==> config.mk <==
export PLATFORM = sky130hd
export DESIGN_NAME = sec_counters
export DESIGN_NICKNAME = d
export VERILOG_FILES = /design/src/sec_pkg.sv /design/src/sec_counters.sv /design/src/sec_rc_flags.sv
export VERILOG_INCLUDE_DIRS = /design/src
export SDC_FILE = /design/constraint.sdc
export NUM_CORES = 1
export LEC_CHECK = 0
export BUFFER_PORTS_ARGS = -buffer_cell sky130_fd_sc_hd__buf_2
export CORE_MARGIN = 2
export CORE_UTILIZATION = 51
export CTS_BUF_LIST = sky130_fd_sc_hd__clkbuf_4
export CTS_CLUSTER_SIZE = 30
export DETAILED_ROUTE_END_ITERATION = 8
export PLACE_DENSITY = 0.85
export SLEW_MARGIN = 0
export SYNTH_ARGS = -nofsm -noshare
export SYNTH_HDL_FRONTEND = slang
export SYNTH_SLANG_ARGS = --single-unit
export TNS_END_PERCENT = 20
==> constraint.sdc <==
create_clock -name sys_clk -period 2 [get_ports sys_clk]
set_input_delay 0.4 -clock sys_clk [delete_from_list [all_inputs] [get_ports sys_clk]]
set_output_delay 0.4 -clock sys_clk [all_outputs]
set_load 0.05 [all_outputs]
==> src/sec_regs.svh <==
// Register layout, reset values and field positions of the safety error
// counters block. Assumes inclusion by bare name from design files.
// Summary of operation
// - Monitor failure sets flag and increments counter
// - Monitor counter loads five on listed events
// - Counter up on error, down on good response
// - Counter at disable threshold: flags, request SAFE
// - Counter at reset threshold: flags, request RESET
// - Diagnostic time-out: flag, go SAFE, count error
// - Time-out flag latched until register read
// - Read clears flag only if condition gone
// - Device error counter increments entering SAFE
// - No increment RESET-to-SAFE above safe-lock threshold
// - Counter writable only in DIAGNOSTIC, unlocked
// - Counter at power-down threshold requests OFF
// - Status registers reset by power-on, clear-on-read
// - Transfer flags hold high until register read
// - Transfer flags report the previous frame
// - Disable and reset failure flags read-to-clear
`ifndef SEC_REGS_SVH
`define SEC_REGS_SVH
`define SEC_MON_CNT_INIT      4'h5
`define SEC_DEV_CNT_INIT      4'h0
`define SEC_MON_CNT_LSB       0
`define SEC_MON_FAIL_BIT      4
`define SEC_MON_DIS_BIT       5
`define SEC_MON_RST_BIT       6
`define SEC_STAT4_TO_BIT      4
`define SEC_OUT_DIS_TH_DEF    4'h8
`define SEC_MON_RST_TH_DEF    4'hc
`define SEC_SAFE_LOCK_THRESHOLD_DEF  4'h4
`define SEC_POWER_DOWN_THRESHOLD_DEF        4'hf
`endif

==> src/sec_pkg.sv <==
// Types shared by the safety error counters block.
// Assumes sec_regs.svh for numeric constants.
package sec_pkg;
   typedef enum logic [4:0]
   {
      SEC_ST_OFF    = 5'b00001,
      SEC_ST_RESET  = 5'b00010,
      SEC_ST_DIAG   = 5'b00100,
      SEC_ST_ACTIVE = 5'b01000,
      SEC_ST_SAFE   = 5'b10000
   } sec_state_type;
endpackage : sec_pkg

==> src/sec_counters.sv <==
// Safety error counters: monitor failure counter, device error counter,
// time-out flag, and clear-on-read status registers.
// Assumes all event inputs are single-cycle pulses on sys_clk; the state
// machine reports its state and acts on the request outputs.
`include "sec_regs.svh"
`timescale 1ns/10ps
`default_nettype none
module sec_counters
#(
   parameter logic [3:0] OUT_DIS_TH   = `SEC_OUT_DIS_TH_DEF,
   parameter logic [3:0] MON_RST_TH   = `SEC_MON_RST_TH_DEF,
   parameter logic [3:0] SAFE_LOCK_THRESHOLD = `SEC_SAFE_LOCK_THRESHOLD_DEF,
   parameter logic [3:0] POWER_DOWN_THRESHOLD       = `SEC_POWER_DOWN_THRESHOLD_DEF
)
(
   input  wire logic                  sys_clk,
   input  wire logic                  rst_n,
   input  wire sec_pkg::sec_state_type dev_state,
   input  wire logic                  monitor_error,
   input  wire logic                  monitor_good_resp,
   input  wire logic                  self_test_done,
   input  wire logic                  monitor_config_mode,
   input  wire logic                  monitor_enable_bit,
   input  wire logic                  diag_timeout,
   input  wire logic                  cfg_lock,
   input  wire logic                  stat4_rd,
   input  wire logic                  stat4_wr,
   input  wire logic [7:0]            stat4_wdata,
   input  wire logic                  mon_rd,
   input  wire logic                  mon_wr,
   input  wire logic [7:0]            mon_wdata,
   input  wire logic                  xfer_rd,
   input  wire logic                  frame_end,
   input  wire logic [7:0]            frame_err,
   output logic      [7:0]            mon_rdata,
   output logic      [7:0]            stat4_rdata,
   output logic      [7:0]            xfer_rdata,
   output logic      [3:0]            monitor_failure_counter,
   output logic      [3:0]            device_error_counter,
   output logic                       req_safe,
   output logic                       req_reset,
   output logic                       req_off
);
   logic [3:0]                 mon_cnt_q;
   logic [3:0]                 dev_cnt_q;
   logic                       cfg_q;
   logic                       en_q;
   sec_pkg::sec_state_type     prev_state_q;
   logic                       enter_reset;
   logic                       enter_diag;
   logic                       enter_safe;
   logic                       ad_state;
   logic                       at_dis;
   logic                       at_rst;
   logic [2:0]                 mon_set;
   logic [2:0]                 mon_cond;
   logic [2:0]                 mon_flags;
   logic [0:0]                 to_flag;
   logic [7:0]                 frame_err_q;
   logic                       frame_end_q;
   logic [7:0]                 xfer_flags;

   function automatic logic [3:0] sat_step(input logic [3:0] v,
                                           input logic       up,
                                           input logic       dn);
      logic [3:0] r;
      r = v;
      if (up && !dn && v != 4'hf)
         r = v + 4'h1;
      else if (dn && !up && v != 4'h0)
         r = v - 4'h1;
      return r;
   endfunction : sat_step

   assign enter_reset = (dev_state == sec_pkg::SEC_ST_RESET) &&
                        (prev_state_q != sec_pkg::SEC_ST_RESET);
   assign enter_diag  = (dev_state == sec_pkg::SEC_ST_DIAG) &&
                        (prev_state_q != sec_pkg::SEC_ST_DIAG);
   assign enter_safe  = (dev_state == sec_pkg::SEC_ST_SAFE) &&
                        (prev_state_q != sec_pkg::SEC_ST_SAFE);
   assign ad_state    = (dev_state == sec_pkg::SEC_ST_ACTIVE) ||
                        (dev_state == sec_pkg::SEC_ST_DIAG);
   assign at_dis      = mon_cnt_q >= OUT_DIS_TH;
   assign at_rst      = mon_cnt_q >= MON_RST_TH;

   always_ff @(posedge sys_clk)
   begin
      // Edge detectors start at the present levels, so leaving reset in
      // SAFE or with the monitor enabled makes no false entry or rise
      if (!rst_n)
      begin
         prev_state_q <= dev_state;
         cfg_q        <= monitor_config_mode;
         en_q         <= monitor_enable_bit;
      end
      else
      begin
         prev_state_q <= dev_state;
         cfg_q        <= monitor_config_mode;
         en_q         <= monitor_enable_bit;
      end
   end

   // Monitor failure counter; reload has priority over counting
   always_ff @(posedge sys_clk)
   begin
      if (!rst_n)
         mon_cnt_q <= `SEC_MON_CNT_INIT;
      else if (enter_reset || enter_diag || self_test_done ||
               (cfg_q != monitor_config_mode) ||
               (monitor_enable_bit && !en_q))
         mon_cnt_q <= `SEC_MON_CNT_INIT;
      else if (mon_wr)
         mon_cnt_q <= mon_wdata[3:0];
      else
         mon_cnt_q <= sat_step(mon_cnt_q, monitor_error,
                               monitor_good_resp);
   end

   // Flags: failure, output disable, reset failure
   assign mon_set  = {at_rst, at_dis,
                      monitor_error | at_dis | at_rst};
   assign mon_cond = {at_rst, at_dis, at_dis | at_rst};

   sec_rc_flags #(.W(3)) u_mon_flags
   (
      .sys_clk (sys_clk),
      .rst_n   (rst_n),
      .set_evt (mon_set),
      .cond    (mon_cond),
      .rd      (mon_rd),
      .flags   (mon_flags)
   );

   // Time-out flag has no lasting condition: one read clears it
   sec_rc_flags #(.W(1)) u_to_flag
   (
      .sys_clk (sys_clk),
      .rst_n   (rst_n),
      .set_evt (diag_timeout),
      .cond    (1'b0),
      .rd      (stat4_rd),
      .flags   (to_flag)
   );

   // Device error counter
   always_ff @(posedge sys_clk)
   begin
      if (!rst_n)
         dev_cnt_q <= `SEC_DEV_CNT_INIT;
      else if (stat4_wr && dev_state == sec_pkg::SEC_ST_DIAG && !cfg_lock)
         dev_cnt_q <= stat4_wdata[3:0];
      else if (enter_safe &&
               (prev_state_q == sec_pkg::SEC_ST_DIAG ||
                prev_state_q == sec_pkg::SEC_ST_ACTIVE))
         dev_cnt_q <= sat_step(dev_cnt_q, 1'b1, 1'b0);
      else if (enter_safe && prev_state_q == sec_pkg::SEC_ST_RESET &&
               !(dev_cnt_q > SAFE_LOCK_THRESHOLD))
         dev_cnt_q <= sat_step(dev_cnt_q, 1'b1, 1'b0);
   end

   // Transition requests, one cycle after the counter settles
   always_ff @(posedge sys_clk)
   begin
      if (!rst_n)
      begin
         req_safe  <= 1'b0;
         req_reset <= 1'b0;
         req_off   <= 1'b0;
      end
      else
      begin
         req_reset <= at_rst && ad_state;
         req_safe  <= ad_state && !at_rst && (at_dis ||
                      (diag_timeout &&
                       dev_state == sec_pkg::SEC_ST_DIAG));
         req_off   <= dev_cnt_q == POWER_DOWN_THRESHOLD;
      end
   end

   // Transfer flags latch only at frame end, so the report is of the
   // frame just finished while a new one is still in flight
   always_ff @(posedge sys_clk)
   begin
      if (!rst_n)
      begin
         frame_err_q <= 8'h00;
         frame_end_q <= 1'b0;
      end
      else
      begin
         frame_end_q <= frame_end;
         if (frame_end)
            frame_err_q <= frame_err;
      end
   end

   sec_rc_flags #(.W(8)) u_xfer_flags
   (
      .sys_clk (sys_clk),
      .rst_n   (rst_n),
      .set_evt (frame_end_q ? frame_err_q : 8'h00),
      .cond    (8'h00),
      .rd      (xfer_rd),
      .flags   (xfer_flags)
   );

   always_ff @(posedge sys_clk)
   begin
      if (!rst_n)
      begin
         mon_rdata               <= 8'h00;
         stat4_rdata             <= 8'h00;
         xfer_rdata              <= 8'h00;
         monitor_failure_counter <= `SEC_MON_CNT_INIT;
         device_error_counter    <= `SEC_DEV_CNT_INIT;
      end
      else
      begin
         mon_rdata               <= {1'b0, mon_flags, mon_cnt_q};
         stat4_rdata             <= {3'b000, to_flag, dev_cnt_q};
         xfer_rdata              <= xfer_flags;
         monitor_failure_counter <= mon_cnt_q;
         device_error_counter    <= dev_cnt_q;
      end
   end
endmodule : sec_counters
`default_nettype wire

==> src/sec_rc_flags.sv <==
// Read-to-clear sticky flag bank.
// Assumes set and condition inputs are on sys_clk.
`timescale 1ns/10ps
`default_nettype none
module sec_rc_flags
#(
   parameter int W = 8
)
(
   input  wire logic         sys_clk,
   input  wire logic         rst_n,
   input  wire logic [W-1:0] set_evt,
   input  wire logic [W-1:0] cond,
   input  wire logic         rd,
   output logic      [W-1:0] flags
);
   // A set in the read cycle wins; a still-present condition survives
   always_ff @(posedge sys_clk)
   begin
      if (!rst_n)
         flags <= '0;
      else if (rd)
         flags <= set_evt | (flags & cond);
      else
         flags <= flags | set_evt;
   end
endmodule : sec_rc_flags
`default_nettype wire

==> reports/qor.csv, run 1 <==
stage,metric,value,unit
routing,Vias/cell,5.03,
synthesis,Synth warnings,0,
routing,TritonRoute pass-1 iters,4,
routing,Routed WL,4330,µm
synthesis,Synth cell types,39,
clock_network,CTS tree,yes,
timing,Final Skew,0.0139,ns
routing,Starting DRT DRC Count,72,
clock_network,cts hold-fix bufs,0,
synthesis,dominant cells by area after synthesis,"dfxtp_1 (54%), nor2_1 (5.0%), mux2i_1 (4.9%)",
worst_hold_path,Hold Path Class,in2reg,
synthesis,asr flop ratio synth,0,%
die,core area,4320,µm²
grt,grt ovf,0,
power,VDD IR max,580,µV
die,I/O pin count,79,
timing,Hold WS,0.125,ns
synthesis,top-count cell post-synth,dfxtp_1,
synthesis,Post-synth top cells,"dfxtp_1 (61), nor2_1 (30), and2_1 (17)",
finish,Final nets,340,
synthesis,Post-synth EDFFs,0,
synthesis,largest area contributor in the netlist,dfxtp_1,
timing,final hold viol count,0,
timing,"Setup violations, final",0,
clock_network,Clock Tree Root,clkbuf_4,
synthesis,cell count after synthesis,224,
grt,global-route wire length before repair,7250,µm
synthesis,#FFs+latches synth,61,
timing,setup TNS,0,ns
timing,Max-slew headroom,64.6,%
power,pwr dens,890,nW/µm²
finish,layout cells sized above 1,30.1,%
clock_network,Num Clock Sinks,61,
routing,vias post-DR,1750,
die,Die Wd,70.6,µm
placement,GPL Wtd Cong,0.796,
timing,fin crit period,1.82,ns
clock_network,Max H-tree Level,3,
timing,Tcrit/Tclk final,91.2,%
synthesis,ys flop type,dfxtp_1,
clock_network,"Reg clk slew, reported paths",0.11,ns
setup_path,critical path peak fanout,7,
grt,vias in the first global route,1644,
timing,Max Clk Rate,0.548,GHz
placement,port buffer count,66,
power,leakage power,1.28,nW
setup_path,Critical Path RT,2.27,ns
run_status,status,"finished, final reports clean",
setup_path,worst setup path class,reg2reg,
synthesis,"Avg Cell Area, Syn",10.1,µm²
run,Max-Cap Viols,0,
finish,P&R area growth vs syn,21.7,%
synthesis,synthesized cell area,2260,µm²
timing,unrepaired setup endpoints after global routing,false,
routing,Routed WL per cell,12.4,µm
clock_network,post-cts resize count,0,
clock_network,Clock Latency Late Sink,0.40,ns
clock_network,post-CTS setup buffers,0,
placement,post-DP HPWL,3060,µm
synthesis,share of the synthesized area in the top cell type,54.0,%
synthesis,register area share after synthesis,54.0,%
setup_path,CP arrival,2.09,ns
setup_path,Worst setup EP type,flop,
timing,Max Slew Vio Count,0,
die,Die Span Y,70.6,µm
routing,remaining antenna violation count,0,
grt,initial antenna violation count,0,
setup_path,Critical Path Start Type,flop,
clock_network,Num CTS Buffers,9,
die,# rows,24,
die,Initial Util,52.3,%
die,Die ar.,4990,µm²
clock_network,maximum clock path buffer count,2,
grt,largest net degree at the start of global routing,25,
routing,Remaining DRCs,0,
finish,Ant. Diodes,0,
grt,GRT Util Overall,18.8,%
finish,fill count,370,
timing,Worst-Margin Slew,0.531,ns
## layout make-up
type                       instances  area [µm²]  share of cell area [%]
clock inverter                     5        75.1                    2.72
multi-input combinational        139         913                    33.2
clock buffer                      11        82.6                    3.00
sequential                        61        1220                    44.3
timing repair buffer              70         360                    13.1
inverter                          10        37.5                    1.36
tap                               52        65.1                    2.36
## metal layers
metal  up-vias  GRT usage (%)  share of wire, %
li1        883              -                 -
met1       792           22.0                45
met5         -              0                 0
met4         0           10.1               2.1
met2        66           30.5                46
met3         9           6.27               6.6
## cell usage in the layout (no fill, tap or decap), types with 3 or more instances in the layout
master    count
xor2_1        3
a21oi_1       5
nand2_1       4
dfxtp_1      61
clkbuf_4     11
conb_1        4
xnor2_1       6
a211oi_1      5
and2_1       17
mux2i_1      11
nand2b_1      3
buf_4         4
buf_2        66
a22oi_1       8
ha_1          4
inv_1        10
o21ai_0       5
nor2_1       30
nand3_1       7
and3_1        3
clkinv_2      3
## stage by stage
stage          worst slack (ns)  instance area [µm²]  total power, mW  utilization (%)  std cells
2_1_floorplan             0.280                 2270             1.45                -        227
3_3_place_gp             0.0882                 2600             1.52             60.1        332
3_5_place_dp             0.0302                 2600             1.52             60.1        332
5_1_grt                 0.00873                 2760             2.55             63.7        348
6_report                  0.176                 2760             2.45             63.7        348
4_1_cts                   0.198                 2760             2.47             63.7        348
## logic make-up after synthesis
logic type	after synthesis	share of synthesized area [%]
XOR/XNOR	9	3.48
AO/OA/AOI/OAI	34	10.4
AND/OR/NAND/NOR	76	17.9
other	1	0.166
multiplexers	11	4.86
buffers and inverters	27	6.19
adder cells (fa/ha/maj)	5	3.10
flip-flops	61	54.0
## critical path, cell delays in order, from the launching register on
cell and delay [ns]:
dfxtp_1 0.49, nand4_1 0.16, nand2_1 0.15, ha_1 0.24
a21o_1 0.17, a21oi_1 0.16, xor2_1 0.21, a311oi_1 0.11
## path summary, 6_finish.rpt
check | to | depth (start not counted) | start | slack (ns)
worst min register to register | mon_rdata[6] | 2 | u_mon_flags.flags[2] | 0.44
worst max-delay path | mon_cnt_q[3] | 7 | mon_cnt_q[1] | 0.18
worst max register to register | mon_cnt_q[3] | 7 | mon_cnt_q[1] | 0.18
worst min-delay path | cfg_q | 1 | monitor_config_mode | 0.12
## power breakdown
group	internal, mW	switching (mW)	leakage [nW]
combinational	0.0855	0.137	0.693
sequential	1.25	0.0216	0.499
clock	0.530	0.427	0.0906
## registers in the layout, summed over array words and instances, names as in the netlist, 3 cells and up
signal	flops
u_xfer_flags.flags	8
mon_cnt_q	4
prev_state_q	5
frame_err_q	8
dev_cnt_q	4
u_mon_flags.flags	3
xfer_rdata	8
stat4_rdata	5
mon_rdata	7
Power figures use the tool's default switching activity.
==> inputs of run 2 (changes only) <==
REMOVE_ABC_BUFFERS = 1   (was default)
==> run 2 against run 1 <==
Register-to-register slack better by 0.07 ns. Flip-flop and latch count stayed put. Highest routed layer unchanged. Critical path type unchanged. Largest power group unchanged. Routed wire length is 0.35% lower.
==> reports/qor.csv, run 2 (synthesis gave the netlist of run 1 again) <==
stage,metric,value,unit,change
timing,Worst-Margin Slew,0.568,ns,was 0.531 ns
die,Initial Util,52.3,%,unchanged
power,Switching Share,26.3,%,was 23.9%
placement,post-DP HPWL,3090,µm,was 3060 µm
routing,remaining antenna violation count,0,,unchanged
placement,Inst Count DP,332,,unchanged
die,I/O pin count,79,,unchanged
power,pwr dens,806,nW/µm²,was 890 nW/µm²
finish,most frequent cells in the layout,"buf_2 (66), dfxtp_1 (59), nor2_1 (30)",,"was buf_2 (66), dfxtp_1 (61), nor2_1 (30)"
timing,Max Clk Rate,0.570,GHz,was 0.548 GHz
setup_path,critical path peak fanout,7,,unchanged
timing,Tcrit/Tclk final,87.7,%,was 91.2%
clock_network,Clock Tree Root,clkbuf_4,,unchanged
setup_path,worst setup path class,reg2reg,,unchanged
grt,initial antenna violation count,0,,unchanged
power,leakage power,1.25,nW,was 1.28 nW
routing,vias post-DR,1740,,"was 1,750"
setup_path,max incr delay on CP,0.41,ns,was 0.49 ns
setup_path,CP arrival,2.05,ns,was 2.09 ns
die,# rows,24,,unchanged
clock_network,Num CTS Buffers,9,,unchanged
setup_path,Worst setup EP type,flop,,unchanged
power,Seq pwr share,58.3,%,was 51.9%
clock_network,Clock Latency Late Sink,0.39,ns,was 0.40 ns
grt,global routing usage on met3,8.55,%,was 6.27%
timing,final setup margin,0.246,ns,was 0.176 ns
placement,dpl cell area,2600,µm²,unchanged
routing,TritonRoute pass-1 iters,4,,unchanged
timing,setup TNS,0,ns,unchanged
clock_network,maximum clock path buffer count,2,,unchanged
timing,Max-slew headroom,61.8,%,was 64.6%
timing,final hold viol count,0,,unchanged
worst_hold_path,Hold Path Class,in2reg,,unchanged
die,Die Wd,70.6,µm,unchanged
run,Max-Cap Viols,0,,unchanged
power,Cell Int Power,1.61,mW,was 1.87 mW
finish,layout cells sized above 1,30.1,%,unchanged
finish,P&R area growth vs syn,19.7,%,was 21.7%
die,core area,4320,µm²,unchanged
grt,global-route wire length before repair,6910,µm,was 7250 µm
finish,fill count,381,,was 370
setup_path,Buf/Inv on CP,0,,unchanged
power,VDD IR max,462,µV,was 580 µV
grt,grt ovf,0,,unchanged
setup_path,CP max stage cell,dfxtp_2,,was dfxtp_1
setup_path,CP Cell Sequence,nand4_1 > nand2_1 > ha_1 > a21o_1 > a21oi_1 > xor2_1 > a311oi_1,,unchanged
finish,Non-Filler Instances,348,,unchanged
clock_network,Num Clock Sinks,61,,unchanged
finish,Final nets,340,,unchanged
clock_network,"Reg clk slew, reported paths",0.10,ns,was 0.11 ns
die,Die Span Y,70.6,µm,unchanged
routing,Vias/cell,5.00,,was 5.03
power,Psw,0.574,mW,was 0.586 mW
timing,fin crit period,1.75,ns,was 1.82 ns
clock_network,cts hold-fix bufs,0,,unchanged
grt,met1 usage,19.3,%,was 22.0%
grt,M2 GR Usage,30.7,%,was 30.5%
finish,finished layout cell area,2710,µm²,was 2760 µm²
placement,port buffer count,66,,unchanged
finish,largest registers,"frame_err_q x8, u_xfer_flags.flags x8, xfer_rdata x8",,unchanged
setup_path,Critical Path Start Type,flop,,unchanged
timing,Final Skew,0.00935,ns,was 0.0139 ns
power,Clock power frac,31.5,%,was 39.0%
placement,GPL Wtd Cong,0.766,,was 0.796
power,Logic pwr share,10.2,%,was 9.1%
clock_network,CTS tree,yes,,unchanged
routing,Starting DRT DRC Count,66,,was 72
grt,vias in the first global route,1624,,"was 1,644"
clock_network,Max H-tree Level,3,,unchanged
setup_path,family with the most delay on the worst path,compound AO/OA/AOI/OAI gates,,was flip-flops
die,Die ar.,4990,µm²,unchanged
routing,Routed WL per cell,12.4,µm,about the same
routing,Routed WL,4320,µm,was 4330 µm
timing,unrepaired setup endpoints after global routing,false,,unchanged
grt,GRT Util Overall,18.2,%,was 18.8%
routing,Remaining DRCs,0,,unchanged
placement,Placement Setup Slack,0.00401,ns,was 0.0302 ns
timing,Max Slew Vio Count,0,,unchanged
grt,largest net degree at the start of global routing,25,,unchanged
grt,GR peak layer,met2,,unchanged
run_status,status,"finished, final reports clean",,unchanged
setup_path,Critical Path RT,2.30,ns,was 2.27 ns
power,Power Total,2.18,mW,was 2.45 mW
finish,"most common cell after layout, fill and taps aside",buf_2,,unchanged
timing,"Setup violations, final",0,,unchanged
finish,Ant. Diodes,0,,unchanged
-- run 2: timing repair --
action                     CTS  global route
buffers inserted             0             0
gates resized for setup      0             2
setup endpoints to repair    0             1
-- run 2: worst paths after layout --
kind                                      startpoint            to  slack, ns  cells past startpoint
worst max register to register          mon_cnt_q[1]  mon_cnt_q[3]       0.25                      7
worst min register to register  u_mon_flags.flags[2]  mon_rdata[6]       0.46                      2
worst max-delay path                    mon_cnt_q[1]  mon_cnt_q[3]       0.25                      7
worst min-delay path              monitor_enable_bit          en_q       0.13                      1
-- run 2: per-layer routing --
layer  vias to the layer above  part of all wire (%)
li1                        886                     -
met1                       791                    43
met2                        59                    50
met3                         4                   6.0
met4                         0                  0.93
met5                         -                     0
-- run 2: power groups by stage --
stage	logic [mW]	clock network, mW	registers, mW
floorplan	0.102	0	1.33
global placement	0.217	0	1.30
detailed placement	0.222	0	1.30
CTS	0.223	0.707	1.27
global route	0.244	0.770	1.28
finish	0.223	0.688	1.27
-- run 2: cell type report --
type	count	area, µm²	share of cell area [%]
repair buffers	70	360	13.3
well taps	52	65.1	2.40
multi-input cells	139	913	33.7
inverters	10	37.5	1.39
clock inverters	5	27.5	1.02
clock buffers	11	82.6	3.05
flip-flops and latches	61	1220	45.2
-- run 2: stage by stage --
| stage | utilization (%) | hold WS (ns) |
|---|---|---|
| finish | 62.7 | 0.126 |
| detailed placement | 60.1 | 0.444 |
| global placement | 60.1 | 0.421 |
| global route | 62.7 | 0.0863 |
| CTS | 62.6 | 0.0989 |
| floorplan | - | 0.403 |
==> inputs of run 3 (changes only) <==
==> constraint.sdc (replaced) <==
create_clock -name sys_clk -period 1.9 [get_ports sys_clk]
set_input_delay 0 -clock sys_clk [delete_from_list [all_inputs] [get_ports sys_clk]]
set_output_delay 0 -clock sys_clk [all_outputs]
set_load 0.05 [all_outputs]
==> run 3 against run 2 <==
Power is 21% higher. Routed wire length is 16% higher. Worst setup slack worse by 0.10 ns. Final cell count is 8.9% higher. Flip-flop and latch count stayed put. Largest cell class unchanged.
==> reports/qor.csv, run 3 (synthesis gave the netlist of run 1 again) <==
stage,metric,value,unit,change
routing,Routed WL per cell,13.2,µm,was 12.4 µm
die,Initial Util,52.3,%,unchanged
timing,final hold viol count,0,,unchanged
power,Power Total,2.64,mW,was 2.18 mW
finish,Final nets,371,,was 340
clock_network,Num Clock Sinks,61,,unchanged
finish,layout cells sized above 1,28.4,%,was 30.1%
placement,post-DP HPWL,3160,µm,was 3090 µm
timing,Worst-Margin Slew,0.584,ns,was 0.568 ns
grt,GRT Util Overall,21.6,%,was 18.2%
power,VDD IR max,560,µV,was 462 µV
finish,"most common cell after layout, fill and taps aside",buf_2,,unchanged
grt,grt ovf,0,,unchanged
power,leakage power,1.41,nW,was 1.25 nW
timing,"Setup violations, final",0,,unchanged
routing,Starting DRT DRC Count,132,,was 66
die,I/O pin count,79,,unchanged
routing,Remaining DRCs,0,,unchanged
clock_network,CTS tree,yes,,unchanged
setup_path,critical path peak fanout,4,,was 7
setup_path,Worst setup EP type,flop,,unchanged
clock_network,Max H-tree Level,3,,unchanged
power,pwr dens,862,nW/µm²,was 806 nW/µm²
timing,setup TNS,0,ns,unchanged
setup_path,CP arrival,2.05,ns,about the same
grt,global-route wire length before repair,8280,µm,was 6910 µm
grt,initial antenna violation count,0,,unchanged
setup_path,Critical Path Start Type,flop,,unchanged
routing,Vias/cell,5.03,,was 5.00
clock_network,post-CTS setup buffers,0,,unchanged
placement,port buffer count,66,,unchanged
die,Die Wd,70.6,µm,unchanged
setup_path,worst setup path class,reg2reg,,unchanged
routing,Routed WL,5020,µm,was 4320 µm
run,Max-Cap Viols,0,,unchanged
timing,Tcrit/Tclk final,92.6,%,was 87.7%
finish,most frequent cells in the layout,"buf_2 (66), dfxtp_1 (59), nor2_1 (30), dlygate4sd3_1 (30), and2_1 (17)",,"was buf_2 (66), dfxtp_1 (59), nor2_1 (30)"
die,Die Span Y,70.6,µm,unchanged
timing,Max Slew Vio Count,0,,unchanged
die,core area,4320,µm²,unchanged
finish,Ant. Diodes,0,,unchanged
routing,TritonRoute pass-1 iters,4,,unchanged
routing,remaining antenna violation count,0,,unchanged
run_status,status,"finished, final reports clean",,unchanged
clock_network,Clock Tree Root,clkbuf_4,,unchanged
timing,Final Skew,0.00942,ns,was 0.00935 ns
die,Die ar.,4990,µm²,unchanged
clock_network,Num CTS Buffers,9,,unchanged
die,# rows,24,,unchanged
clock_network,Clock Latency Late Sink,0.40,ns,was 0.39 ns
timing,fin crit period,1.76,ns,was 1.75 ns
setup_path,Critical Path RT,2.20,ns,was 2.30 ns
clock_network,"Reg clk slew, reported paths",0.10,ns,about the same
placement,GPL Wtd Cong,0.781,,was 0.766
grt,largest net degree at the start of global routing,25,,unchanged
worst_hold_path,Hold Path Class,in2reg,,unchanged
timing,unrepaired setup endpoints after global routing,false,,unchanged
finish,largest registers,"frame_err_q x8, u_xfer_flags.flags x8, xfer_rdata x8",,unchanged
timing,Max-slew headroom,61.1,%,was 61.8%
clock_network,maximum clock path buffer count,2,,unchanged
finish,P&R area growth vs syn,35.5,%,was 19.7%
timing,Max Clk Rate,0.568,GHz,was 0.570 GHz
routing,vias post-DR,1907,,"was 1,740"
grt,vias in the first global route,1868,,"was 1,624"
[run 3: changes by cell type in the layout (fill, tap and decap cells not counted), sizes merged]
cell / previous run / this run
clkinvlp: 2 / 0
buf: 70 / 71
bufinv: 0 / 2
dlygate4sd3: 0 / 30
[run 3: worst paths after layout]
| path | startpoint | endpoint | slack (ns) | cells after the start |
|---|---|---|---|---|
| max reg2reg | prev_state_q[0] | mon_cnt_q[0] | 0.14 | 4 |
| min | rst_n | monitor_failure_counter[0] | 0.03 | 3 |
| min reg2reg | u_mon_flags.flags[2] | mon_rdata[6] | 0.46 | 2 |
| max | prev_state_q[0] | mon_cnt_q[0] | 0.14 | 4 |
[run 3: final cells by class]
| class | count | area [µm²] |
|---|---|---|
| fill | 342 | 1260 |
| sequential | 61 | 1220 |
| multi-input combinational | 139 | 916 |
| timing repair buffer | 101 | 668 |
| clock buffer | 11 | 82.6 |
| clock inverter | 5 | 75.1 |
| tap | 52 | 65.1 |
| inverter | 10 | 37.5 |
[run 3: critical path: stages (launching register included)]
cell and delay (ns):
dfxtp_1 0.35, nor4b_1 0.35, o22ai_1 0.15, or4b_4 0.53
a211o_1 0.28
[run 3: stage by stage]
step	setup slack (ns)	instances	hold slack, ns	util [%]	cell area [µm²]
2_1_floorplan	0.254	210	0.0277	-	2170
3_3_place_gp	0.206	333	0.120	60.2	2610
3_5_place_dp	0.135	333	0.124	60.2	2610
4_1_cts	0.109	379	0.00777	70.8	3060
5_1_grt	0.00726	379	0.0196	70.9	3070
6_report	0.141	379	0.0286	70.9	3070
[run 3: per-layer routing]
metal	routed length [µm]	vias to the layer above	global-route usage (%)
met1	1970	865	24.2
li1	-	948	-
met4	162	0	12.6
met2	2560	78	35.8
met5	0	-	0
met3	322	16	7.55
[run 3: report_power, final]
group,internal [mW],switching (mW)
Clock,0.558,0.455
Sequential,1.32,0.0236
Combinational,0.132,0.158
[run 3: repair_timing]
| action | 4_1_cts | 5_1_grt |
|---|---|---|
| gates resized for setup | 0 | 3 |
| hold buffers | 30 | 0 |
| endpoints found under the setup margin | 0 | 1 |
| endpoints found under the hold margin | 29 | 0 |
